--- src/verilog/break_pkg.sv ---
// package for the user break match and trigger unit
// assumes a 32-bit apb register bus and one 10 MHz clock

package break_pkg;

	// ------------------------------------------------------------
	// register map (byte addresses)
	// ------------------------------------------------------------
	localparam logic [7:0] ADDR_BREAK_ADDRESS    = 8'h00;
	localparam logic [7:0] ADDR_BREAK_ADDR_MASK  = 8'h04;
	localparam logic [7:0] ADDR_BREAK_CYCLE_TYPE = 8'h08;
	localparam logic [7:0] ADDR_BREAK_CONTROL    = 8'h0C;
	localparam logic [7:0] ADDR_STANDBY_CTRL     = 8'h10;
	localparam logic [7:0] ADDR_IRQ_STATUS       = 8'h14;
	localparam logic [7:0] ADDR_IRQ_MASK         = 8'h18;

	// ------------------------------------------------------------
	// field layouts
	// ------------------------------------------------------------
	// cycle type register: [7:6] cpu/dma, [5:4] fetch/data,
	// [3:2] read/write, [1:0] size
	localparam int CT_CP_POS   = 6;
	localparam int CT_ID_POS   = 4;
	localparam int CT_RW_POS   = 2;
	localparam int CT_SZ_POS   = 0;
	localparam int CT_WIDTH    = 8;
	localparam int CTRL_WIDTH  = 3;
	localparam int CTRL_DIS    = 0;
	localparam int CTRL_CKS_LO = 1;
	localparam int CTRL_CKS_HI = 2;
	localparam int STBY_BIT    = 0;
	localparam int STAT_WIDTH  = 2;
	localparam int STAT_BREAK  = 0;
	localparam int STAT_TRIG   = 1;

	// ------------------------------------------------------------
	// reset values
	// ------------------------------------------------------------
	localparam logic [31:0]         RST_ADDRESS = 32'h00000000;
	localparam logic [31:0]         RST_MASK    = 32'h00000000;
	localparam logic [CT_WIDTH-1:0] RST_CTYPE   = 8'h00;
	localparam logic [CTRL_WIDTH-1:0] RST_CTRL  = 3'h0;
	localparam logic                RST_STBY    = 1'b1;

	// ------------------------------------------------------------
	// timing: trigger widths in clocks
	// ------------------------------------------------------------
	localparam logic [4:0] TRIG_W0 = 5'h01;
	localparam logic [4:0] TRIG_W1 = 5'h04;
	localparam logic [4:0] TRIG_W2 = 5'h08;
	localparam logic [4:0] TRIG_W3 = 5'h10;

	// selector pair encodings
	localparam logic [1:0] SEL_NONE = 2'h0;
	localparam logic [1:0] SEL_A    = 2'h1;
	localparam logic [1:0] SEL_B    = 2'h2;
	localparam logic [1:0] SEL_BOTH = 2'h3;

	// bus cycle kinds seen on the monitor port
	typedef enum logic [1:0] {
		FETCH_NORMAL,
		FETCH_OVERRUN,
		FETCH_BRANCH_DEST
	} fetch_kind_t;

endpackage

--- src/verilog/user_break_unit.sv ---
// user break unit: compares monitored cpu/dma bus cycles with break
// conditions, raises a break request and an active-low trigger pulse.
// assumes the core marks overrun and non-delay destination fetches,
// and confirms execution of a fetched instruction on exec_valid.

`timescale 1ns/1ps
`default_nettype none

module user_break_unit (
	input  wire logic        pclk,
	input  wire logic        presetn,
	input  wire logic        psel,
	input  wire logic        penable,
	input  wire logic        pwrite,
	input  wire logic [7:0]  paddr,
	input  wire logic [31:0] pwdata,
	output logic      [31:0] prdata,
	output logic             pready,
	output logic             pslverr,
	input  wire logic        bus_valid,
	input  wire logic        bus_is_dma,
	input  wire logic        bus_is_fetch,
	input  wire logic        bus_is_write,
	input  wire logic [1:0]  bus_size,
	input  wire logic [31:0] bus_addr,
	input  wire logic [1:0]  bus_fetch_kind,
	input  wire logic        bus_fetch_pair,
	input  wire logic        exec_valid,
	input  wire logic        exec_second,
	input  wire logic        exec_cancel,
	output logic             break_irq_req,
	output logic             break_trigger_out,
	output logic             irq
);

	// ------------------------------------------------------------
	// registers
	// ------------------------------------------------------------
	logic [31:0]                      break_address_reg;
	logic [31:0]                      addr_mask_r;
	logic [break_pkg::CT_WIDTH-1:0]   break_cycle_type_reg;
	logic [break_pkg::CTRL_WIDTH-1:0] break_control_reg;
	logic                             standby_r;
	logic [break_pkg::STAT_WIDTH-1:0] status_r;
	logic [break_pkg::STAT_WIDTH-1:0] mask_r;
	logic [4:0]                       trig_cnt_r;
	logic                             fetch_pend_r;
	logic                             pair_pend_r;
	logic                             break_irq_disable;
	logic [1:0]                       trig_sel;
	logic                             wr_en;
	logic                             rd_en;
	logic                             addr_ok;
	logic                             data_hit;
	logic                             fetch_hit;
	logic                             fetch_match;
	logic                             trig_event;
	logic                             brk_event;
	logic                             active;

	assign break_irq_disable = break_control_reg[break_pkg::CTRL_DIS];
	assign trig_sel = {break_control_reg[break_pkg::CTRL_CKS_HI],
	                   break_control_reg[break_pkg::CTRL_CKS_LO]};
	assign wr_en = psel & penable & pwrite;
	assign rd_en = psel & penable & ~pwrite;
	// gated clock modelled as masking new matches and condition register writes; pending flags still run
	assign active = ~standby_r;

	// fetch kind flags, decoded once; only the overrun flag also reaches the trigger
	logic kind_normal;
	logic kind_overrun;
	logic kind_dest;
	assign kind_normal  = bus_fetch_kind == 2'(break_pkg::FETCH_NORMAL);
	assign kind_overrun = bus_fetch_kind == 2'(break_pkg::FETCH_OVERRUN);
	assign kind_dest    = bus_fetch_kind == 2'(break_pkg::FETCH_BRANCH_DEST);

	// ------------------------------------------------------------
	// match decode
	// ------------------------------------------------------------
	function automatic logic pair_hit(input logic [1:0] sel,
	                                  input logic       is_b);
		pair_hit = (sel == break_pkg::SEL_BOTH) |
		           ((sel == break_pkg::SEL_A) & ~is_b) |
		           ((sel == break_pkg::SEL_B) & is_b);
	endfunction

	function automatic logic cond_hit(input logic [7:0] ct,
	                                  input logic       dma,
	                                  input logic       dat,
	                                  input logic       wr,
	                                  input logic [1:0] sz);
		logic [1:0] szsel;
		szsel = ct[break_pkg::CT_SZ_POS +: 2];
		// a 00 pair never matches through pair_hit
		cond_hit = pair_hit(ct[break_pkg::CT_CP_POS +: 2], dma) &
		           pair_hit(ct[break_pkg::CT_ID_POS +: 2], dat) &
		           pair_hit(ct[break_pkg::CT_RW_POS +: 2], wr) &
		           ((szsel == break_pkg::SEL_NONE) | (szsel == sz));
	endfunction

	// pulse length minus one, loaded into the down counter on a match
	function automatic logic [4:0] trig_load(input logic [1:0] sel);
		case (sel)
			2'h0:    trig_load = break_pkg::TRIG_W0 - 5'h01;
			2'h1:    trig_load = break_pkg::TRIG_W1 - 5'h01;
			2'h2:    trig_load = break_pkg::TRIG_W2 - 5'h01;
			default: trig_load = break_pkg::TRIG_W3 - 5'h01;
		endcase
	endfunction

	assign addr_ok = ((bus_addr ^ break_address_reg) & ~addr_mask_r) ==
	                 32'h00000000;

	// dma never fetches, so a dma+fetch condition cannot hit
	assign fetch_hit = active & bus_valid & bus_is_fetch & ~bus_is_dma &
	                   addr_ok &
	                   cond_hit(break_cycle_type_reg, 1'b0, 1'b0, 1'b0,
	                            bus_size);

	// an overrun fetch also counts as a data read
	assign data_hit = active & bus_valid & addr_ok &
	                  ((~bus_is_fetch &
	                    cond_hit(break_cycle_type_reg, bus_is_dma, 1'b1,
	                             bus_is_write, bus_size)) |
	                   (bus_is_fetch &
	                    kind_overrun &
	                    cond_hit(break_cycle_type_reg, 1'b0, 1'b1, 1'b0,
	                             bus_size)));

	// destination fetch of a non-delay branch never breaks
	assign fetch_match = fetch_hit & ~kind_dest;

	// overrun fetch still pulses the trigger
	assign trig_event = data_hit | fetch_hit;

	// fetch break waits for confirmed execution; overruns never confirm
	assign brk_event = data_hit |
	                   (exec_valid & ~exec_second & fetch_pend_r) |
	                   (exec_valid & exec_second & pair_pend_r);

	// ------------------------------------------------------------
	// pending fetch matches
	// ------------------------------------------------------------
	// the pair flag is captured at the paired fetch, so a later rewrite
	// of the condition cannot cancel a break on the second instruction
	always_ff @(posedge pclk or negedge presetn) begin
		if (!presetn) begin
			fetch_pend_r <= 1'b0;
			pair_pend_r  <= 1'b0;
		end else if (exec_cancel) begin
			// exception accepted at decode drops the pending break; the
			// break is lost rather than replayed after the handler returns
			fetch_pend_r <= 1'b0;
			pair_pend_r  <= 1'b0;
		end else begin
			// only a normal fetch can pend; overrun and destination
			// fetches never reach execution as the targeted instruction
			if (fetch_match & kind_normal) begin
				fetch_pend_r <= ~bus_fetch_pair;
				pair_pend_r  <= bus_fetch_pair;
			end else if (exec_valid) begin
				if (exec_second)
					pair_pend_r <= 1'b0;
				else
					fetch_pend_r <= 1'b0;
			end
		end
	end

	// ------------------------------------------------------------
	// break request
	// ------------------------------------------------------------
	always_ff @(posedge pclk or negedge presetn) begin
		if (!presetn)
			break_irq_req <= 1'b0;
		else
			break_irq_req <= brk_event & ~break_irq_disable;
	end

	// ------------------------------------------------------------
	// trigger pulse
	// ------------------------------------------------------------
	always_ff @(posedge pclk or negedge presetn) begin
		if (!presetn) begin
			trig_cnt_r        <= 5'h00;
			break_trigger_out <= 1'b1;
		end else if (trig_event) begin
			// a new match restarts the count from this cycle, so a
			// burst of matches stretches one low pulse instead of
			// giving a glitch high between them
			trig_cnt_r <= trig_load(trig_sel);
			break_trigger_out <= 1'b0;
		end else if (trig_cnt_r != 5'h00) begin
			trig_cnt_r <= trig_cnt_r - 5'h01;
		end else begin
			break_trigger_out <= 1'b1;
		end
	end

	// ------------------------------------------------------------
	// register writes
	// ------------------------------------------------------------
	// writes to condition registers are ignored while in standby
	always_ff @(posedge pclk or negedge presetn) begin
		if (!presetn) begin
			break_address_reg    <= break_pkg::RST_ADDRESS;
			addr_mask_r          <= break_pkg::RST_MASK;
			break_cycle_type_reg <= break_pkg::RST_CTYPE;
			break_control_reg    <= break_pkg::RST_CTRL;
			mask_r               <= 2'h0;
		end else if (wr_en & active) begin
			case (paddr)
				break_pkg::ADDR_BREAK_ADDRESS:
					break_address_reg <= pwdata;
				break_pkg::ADDR_BREAK_ADDR_MASK:
					addr_mask_r <= pwdata;
				break_pkg::ADDR_BREAK_CYCLE_TYPE:
					break_cycle_type_reg <= pwdata[break_pkg::CT_WIDTH-1:0];
				break_pkg::ADDR_BREAK_CONTROL:
					break_control_reg <= pwdata[break_pkg::CTRL_WIDTH-1:0];
				break_pkg::ADDR_IRQ_MASK:
					mask_r <= pwdata[break_pkg::STAT_WIDTH-1:0];
				default: ;
			endcase
		end
	end

	// the standby bit is the one register still writable in standby,
	// otherwise software could never wake the unit
	always_ff @(posedge pclk or negedge presetn) begin
		if (!presetn)
			standby_r <= break_pkg::RST_STBY;
		else if (wr_en & (paddr == break_pkg::ADDR_STANDBY_CTRL))
			standby_r <= pwdata[break_pkg::STBY_BIT];
	end

	// ------------------------------------------------------------
	// interrupt status: read clears, a new event wins over the clear
	// ------------------------------------------------------------
	logic                             stat_clr;
	logic [break_pkg::STAT_WIDTH-1:0] stat_evt;

	// the clear lands only on the access edge, so one read clears once
	assign stat_clr = rd_en & (paddr == break_pkg::ADDR_IRQ_STATUS);
	assign stat_evt[break_pkg::STAT_BREAK] = brk_event;
	assign stat_evt[break_pkg::STAT_TRIG]  = trig_event;

	// one sticky bit per event; set beats clear so that an event in
	// the cycle of the read is reported on the next read, not lost
	genvar gi;
	generate
		for (gi = 0; gi < break_pkg::STAT_WIDTH; gi++) begin : g_stat
			always_ff @(posedge pclk or negedge presetn) begin
				if (!presetn)
					status_r[gi] <= 1'b0;
				else if (stat_evt[gi])
					status_r[gi] <= 1'b1;
				else if (stat_clr)
					status_r[gi] <= 1'b0;
			end
		end
	endgenerate

	always_ff @(posedge pclk or negedge presetn) begin
		if (!presetn)
			irq <= 1'b0;
		else
			irq <= |(status_r & mask_r);
	end

	// ------------------------------------------------------------
	// apb read mux
	// ------------------------------------------------------------
	logic [31:0] rd_word;
	logic        rd_miss;
	logic        setup_ph;

	// unmapped offsets read as zero and flag an error
	always_comb begin
		rd_word = 32'h00000000;
		rd_miss = 1'b0;
		case (paddr)
			break_pkg::ADDR_BREAK_ADDRESS:
				rd_word = break_address_reg;
			break_pkg::ADDR_BREAK_ADDR_MASK:
				rd_word = addr_mask_r;
			break_pkg::ADDR_BREAK_CYCLE_TYPE:
				rd_word = {24'h000000, break_cycle_type_reg};
			break_pkg::ADDR_BREAK_CONTROL:
				rd_word = {29'h00000000, break_control_reg};
			break_pkg::ADDR_STANDBY_CTRL:
				rd_word = {31'h00000000, standby_r};
			break_pkg::ADDR_IRQ_STATUS:
				rd_word = {30'h00000000, status_r};
			break_pkg::ADDR_IRQ_MASK:
				rd_word = {30'h00000000, mask_r};
			default:
				rd_miss = 1'b1;
		endcase
	end

	// ------------------------------------------------------------
	// apb answer, zero wait states
	// ------------------------------------------------------------
	// registered at the setup edge so that the answer stands for
	// exactly the one access cycle that follows
	assign setup_ph = psel & ~penable;

	always_ff @(posedge pclk or negedge presetn) begin
		if (!presetn) begin
			prdata  <= 32'h00000000;
			pready  <= 1'b0;
			pslverr <= 1'b0;
		end else begin
			pready  <= setup_ph;
			pslverr <= setup_ph & rd_miss;
			prdata  <= setup_ph ? rd_word : 32'h00000000;
		end
	end

endmodule

`default_nettype wire
--- config.mk ---
export PLATFORM = sky130hd
export DESIGN_NAME = user_break_unit
export DESIGN_NICKNAME = d
export VERILOG_FILES = /design/src/verilog/break_pkg.sv /design/src/verilog/user_break_unit.sv
export SDC_FILE = /design/constraint.sdc
export NUM_CORES = 1
export LEC_CHECK = 0
export ABC_AREA = 1
export BUFFER_PORTS_ARGS = -buffer_cell sky130_fd_sc_hd__buf_4
export CORE_MARGIN = 8
export CORE_UTILIZATION = 35
export CTS_CLUSTER_SIZE = 8
export DETAILED_ROUTE_END_ITERATION = 12
export PLACE_DENSITY = 0.64
export SLEW_MARGIN = 25
export SYNTH_ARGS = -nofsm -noshare
export SYNTH_HDL_FRONTEND = slang
export SYNTH_SLANG_ARGS = --single-unit
--- constraint.sdc ---
create_clock -name pclk -period 2.1 [get_ports pclk]
set_clock_uncertainty 0.15 [all_clocks]
set_input_delay 0.42 -clock pclk [delete_from_list [all_inputs] [get_ports pclk]]
set_output_delay 0.42 -clock pclk [all_outputs]
set_load 0.005 [all_outputs]
After elaboration in Yosys (flattened, before gate mapping)
Cells that the tools add are included.
{"block": "op_classes", "n_reduce_logical": 20, "bitwise": 65, "add_sub_neg": 1, "div_mod_pow": 0, "n_mux": 19, "n_eq_ne": 22, "n_mul": 0, "n_lt_le_gt_ge": 0, "shift": 0}
{"op": "one-hot mux 32 bit (7 select lines)", "count": 1}
{"op": "bitwise AND 1 bit", "count": 38}
{"op": "bitwise AND 32 bit", "count": 1}
{"op": "zero test 32 bit", "count": 1}
{"op": "2-to-1 mux 32 bit", "count": 1}
{"op": "inverter 32 bit", "count": 1}
{"op": "bitwise XOR 32 bit", "count": 1}
{"op": "== test 8 x 5 -> 1 bit (second input constant)", "count": 3}
{"op": "== test 2 bit (second input constant)", "count": 8}
{"op": "== test 8 x 4 -> 1 bit (second input constant)", "count": 2}
{"op": "2-to-1 mux 1 bit", "count": 14}
{"op": "AND reduction 2 bit", "count": 7}
{"op": "OR 1 bit", "count": 13}
{"op": "one-hot mux 4 bit (3 select lines)", "count": 1}
{"op": "== test 2 x 1 -> 1 bit (second input constant)", "count": 5}
{"op": "2-to-1 mux 5 bit", "count": 2}
{"op": "inverter 1 bit", "count": 10}
{"op": "== test 8 x 3 -> 1 bit (second input constant)", "count": 1}
{"op": "zero test 8 bit", "count": 1}
{"op": "OR reduction 7 bit", "count": 1}
{"op": "zero test 2 bit", "count": 3}
{"op": "nonzero test 2 bit", "count": 3}
{"op": "nonzero test 3 bit", "count": 2}
{"op": "nonzero test 5 bit", "count": 1}
{"op": "other kinds (6)", "count": 6}
{"block": "totals", "ramBits": 0, "romBits": 0, "inputBits": 89, "register_bits": 124, "memories": 0, "out_inout_bits": 37, "latch_bits": 0, "wordCells": 144}

Logic depth before layout (Yosys ltp)
{"block": "depth", "depth_word": 13, "depth_mapped": 13, "ltp_nobuf": 13}

Worst setup path after synthesis
OpenSTA, ideal clock, no wires.
{"block": "synth_timing", "kind": "register -> register", "from": "register trig_cnt_r[0]", "to": "register trig_cnt_r[0]", "n_path_buf": 0, "t_required_ns": 1.821, "setup_ns": 0.129, "path_stages_with_launch": 8, "t_arrival_ns": 1.397, "path_slack_ns": 0.424, "period_less_slack_ns": 1.676, "cell_sequence": "dfrtp_1 -> inv_1 -> ha_1 -> inv_1 -> nor4_1 -> inv_1 -> nand3_1 -> nand3_1"}
{"block": "synth_via", "elab_chain_cells": 3, "elab_cells_between_ends": 5, "classes_between": "1 x add/sub; 2 x mux; 2 x reduce/logical"}
{"element": "start: declaration", "line": "user_break_unit.sv:46", "rtl": "logic [4:0] trig_cnt_r;"}
{"element": "start signal: assignment", "line": "user_break_unit.sv:191", "rtl": "trig_cnt_r <= trig_load(trig_sel);"}
{"element": "start signal: assignment", "line": "user_break_unit.sv:194", "rtl": "trig_cnt_r <= trig_cnt_r - 5'h01;"}
{"element": "subtractor 5 x 1 -> 5 bit", "line": "user_break_unit.sv:194"}
{"element": "2-to-1 mux 5 bit", "line": "user_break_unit.sv:193", "rtl": "end else if (trig_cnt_r != 5'h00) begin"}
{"element": "2-to-1 mux 5 bit", "line": "user_break_unit.sv:187", "rtl": "end else if (trig_event) begin"}
Parallel ways exist; a longest one is shown, timed or not. The select of a mux whose other input is x is not followed.
A chain may end at the register's enable or synchronous reset.

Worst setup path after layout
{"block": "layout_timing", "from": "register break_address_reg[16]", "to": "register trig_cnt_r[1]"}
{"block": "layout_via", "elab_chain_cells": 7, "elab_cells_between_ends": 10, "classes_between": "1 x mux; 7 x bitwise; 2 x reduce/logical"}
{"element": "start: declaration", "line": "user_break_unit.sv:39", "rtl": "logic [31:0] break_address_reg;"}
{"element": "start signal: assignment", "line": "user_break_unit.sv:206", "rtl": "break_address_reg <= break_pkg::RST_ADDRESS;"}
{"element": "start signal: assignment", "line": "user_break_unit.sv:214", "rtl": "break_address_reg <= pwdata;"}
{"element": "bitwise XOR 32 bit (*)", "line": "user_break_unit.sv:111", "rtl": "assign addr_ok = ((bus_addr ^ break_address_reg) & ~addr_mask_r) =="}
{"element": "bitwise AND 32 bit (*)", "line": "user_break_unit.sv:111"}
{"element": "zero test 32 bit (*)", "line": "user_break_unit.sv:111"}
{"element": "bitwise AND 1 bit (on tied branches)", "line": "user_break_unit.sv:121, user_break_unit.sv:115"}
{"element": "bitwise AND 1 bit (on tied branches)", "line": "user_break_unit.sv:121, user_break_unit.sv:116"}
{"element": "OR 1 bit (*)", "line": "user_break_unit.sv:134", "rtl": "assign trig_event = data_hit | fetch_hit;"}
{"element": "2-to-1 mux 5 bit or nonzero test 2 bit (tied branches)"}
Every way passes the cells marked *; elsewhere a longest branch is shown, timed or not.

==> impl_results.md <==
* Status: completed
* Clk buf depth at 2
* Critical path depth at 12
* Final core occ at 45.14%
* Final GP Congestion at 0.8284
* FP Rows at 50
* DRT Pass-1 Iters at 5
* Via count at ~5700
* Pwr dens at 693.2 nW/um^2
* Worst min-delay path class: in -> reg
* Core area at between 15000 and 20000 um^2
* Area delta synth->final at 27.39%
* Post-synth top cells: nand2_1, inv_1, dfrtp_1
* CP arrival at ~2000 ps
* #FFs+latches synth at between 100 and 150
* # setup viols final at 0
* Clk root buf: clkbuf_16
* Worst slew pin tran at roughly 380 ps
* Placed Cells at 1218
* Layout Cells excl Fill at 1251
* Chip width at 153.4 um
* CP Capture Type: flip-flop
* Crit. Startpoint: break_address_reg[16]
* Total gr overflow at 0
* Post-CTS setup buffers at 0
* Vias per cell at ~4.5
* Slowest CP cell: dfrtp_1
* Worst-path cell chain: inv_1 -> nand2_1 -> nand3_1 -> o21ai_1 -> nor2_1 -> nand2_1 -> nor2_1 -> o211ai_4 -> nand2_1 -> nand2_1 -> nand2_1 -> nand2_1
* Peak supply drop at 0.5756 mV
* Synth top area cells: dfrtp_1, nand2_1, inv_1
* Routed WL per cell at 14.10 um
* Total Wirelength at about 18000 um
* Worst R2R End: trig_cnt_r[1]
* Final Hold Fails at 0
* Slowest stage delay, CP at 400 ps
* Post-DRT Antenna Nets at 0
* Setup TNS at 0 ps
* Number of CTS-inserted buffers at 17
* Nets at 1095
* Syn Nets at around 960
* Async set-reset flop share out of synthesis at 100.0%
* Slew Viols, Final at 0
* Cell type with the largest total area after synthesis: dfrtp_1
* CP Max Fanout at 10
* Initial antenna violation count at 0
* Relative slew slack at between 70% and 80%
* RSZ-0062 raised after global routing: no
* Share of layout cells above drive strength 1 at between 20% and 30%
* Synth unique cells at between 40 and 50
* Worst Setup Path Type: reg -> reg
* Fin crit share at a little under 90%
* Cells after Synth at slightly below 900
* Most instantiated library cell after synthesis: nand2_1
* Register-to-Register Path Depth at 12
* Worst Path Buf+Inv at 1
* First-pass GRT wire length at roughly 29000 um
* Top_reg_cell synth: dfrtp_1
* Most used cell, CP: nand2_1
* Delay-heaviest family, CP: simple AND/OR/NAND/NOR gates
* # DRC at 0
* Die area at 23530 um^2
* I/O Buffers at about 130
* DR iter-0 viols at ~350
* Leakage power at around 4.3 nW
* F_max at 549.0 MHz
* Crit path required time at 2250 ps
* HPWL after DPL at between 10000 and 15000 um
* Tmin final at about 1800 ps
* Io pins at between 100 and 150
* Ys Warns at 0
* Post-Syn Area at around 6600 um^2
* Vias in the first global route at 5591
* Initial core utilization at around 35%
* Reg2reg start: break_address_reg[16]
* CTS H-Tree Depth at 4
* Min Hold Slack at 55.95 ps
* Filler Cell Count at between 1500 and 2000
* Die boundary height at roughly 150 um
* N_diodes at 0
* Crit start category: flip-flop
* CTS tree: done
* Worst Hold Depth at 2
* All-Layer GR Usage at about 16%
* Avg Cell Area, Syn at about 7.6 um^2
* # Max-Cap Violations at 0
* Clk_lat worst skew at 420 ps
* Post-synthesis sequential area ratio at about 47%
* Post-synth EDFFs at 0
* Clock-pin slew on the worst setup and hold paths at 60 ps
* R2r setup slk at 280 ps
* Seq. cell area at 3105 um^2
* Critical Path End: trig_cnt_r[1]
* Top-area cell type share of the netlist area at ~46%
* Multi-input logic area at 2738 um^2
* Clock sink count at approximately 120
* Largest net degree at the start of global routing at 65
-- cell families after synthesis --
family	synth area share [%]
AOI/OAI and AO/OA	13.37
buffers and inverters	11.55
and+or+nand+nor	27.29
DFF	47.01
adders and majority gates	0.3787
xor gates and xnor gates	0.3978
-- cell usage in the layout, fill, tap and decap left out, drive strengths merged --
| cell type | count |
|---|---|
| a311oi | 1 |
| o22ai | 7 |
| nor2 | 95 |
| o211ai | 3 |
| dlygate4sd3 | 1 |
| nand3 | 33 |
| o21ai | 90 |
| xnor2 | 2 |
| inv | 153 |
| nor4 | 1 |
| a221oi | 1 |
| nand3b | 2 |
| nand2 | 289 |
| nor3 | 7 |
| nor3b | 1 |
| xor2 | 1 |
| dfstp | 2 |
| clkinv | 5 |
| nand4 | 3 |
| bufinv | 3 |
| clkinvlp | 1 |
| clkbuf | 24 |
| buf | 135 |
| a41oi | 1 |
| a31oi | 3 |
| ha | 2 |
| dfrtp | 122 |
| a21oi | 27 |
| or2 | 2 |
-- through the flow --
stage / total power, mW / instance area (um^2) / worst slack [ps]
global placement: 2.914 / 7816 / 139.3
finish: 5.834 / 8416 / 278.4
CTS: 5.892 / 8416 / 193.1
global route: 6.071 / 8416 / 67.46
detailed placement: 2.920 / 7816 / 86.77
floorplan: 2.654 / 6606 / 423.6
-- routing by layer --
layer | share of wire, % | global-route usage [%] | vias to the layer above
met3 | 5.6 | 4.652 | 15
met2 | 48 | 25.99 | 129
met4 | 0.93 | 4.386 | 0
li1 | - | - | 2952
met1 | 46 | 19.25 | 2562
met5 | 0 | 0 | -
-- cell type report --
type	instances	share of cell area, %
sequential	124	36.90
clock inverter	8	1.398
clock buffer	24	5.605
timing repair buffer	136	13.20
tap	234	3.479
inverter	154	6.884
multi-input combinational	571	32.53
-- where the power goes --
part / internal (mW) / leakage [nW] / switching, mW / total [mW]
sequential: 2.42 / 1.72 / 0.0215 / 2.44
clock: 1.92 / 0.288 / 1.04 / 2.96
combinational: 0.189 / 2.26 / 0.242 / 0.432
-- worst min-delay path by stage --
stage	end	slack [ps]	from
2_1_floorplan	addr_mask_r[0]	-30	presetn
3_3_place_gp	prdata[14]	190	presetn
3_5_place_dp	prdata[14]	190	presetn
4_1_cts	pslverr	40	penable
5_1_grt	pslverr	40	penable
6_report	pslverr	60	penable
-- what timing repair did --
action,CTS,global route
hold buffers,1,0
resized for setup,0,1
endpoints found under the hold margin,19,0
setup endpoints to repair,0,1
No activity file was read; power rests on OpenSTA's default activity.
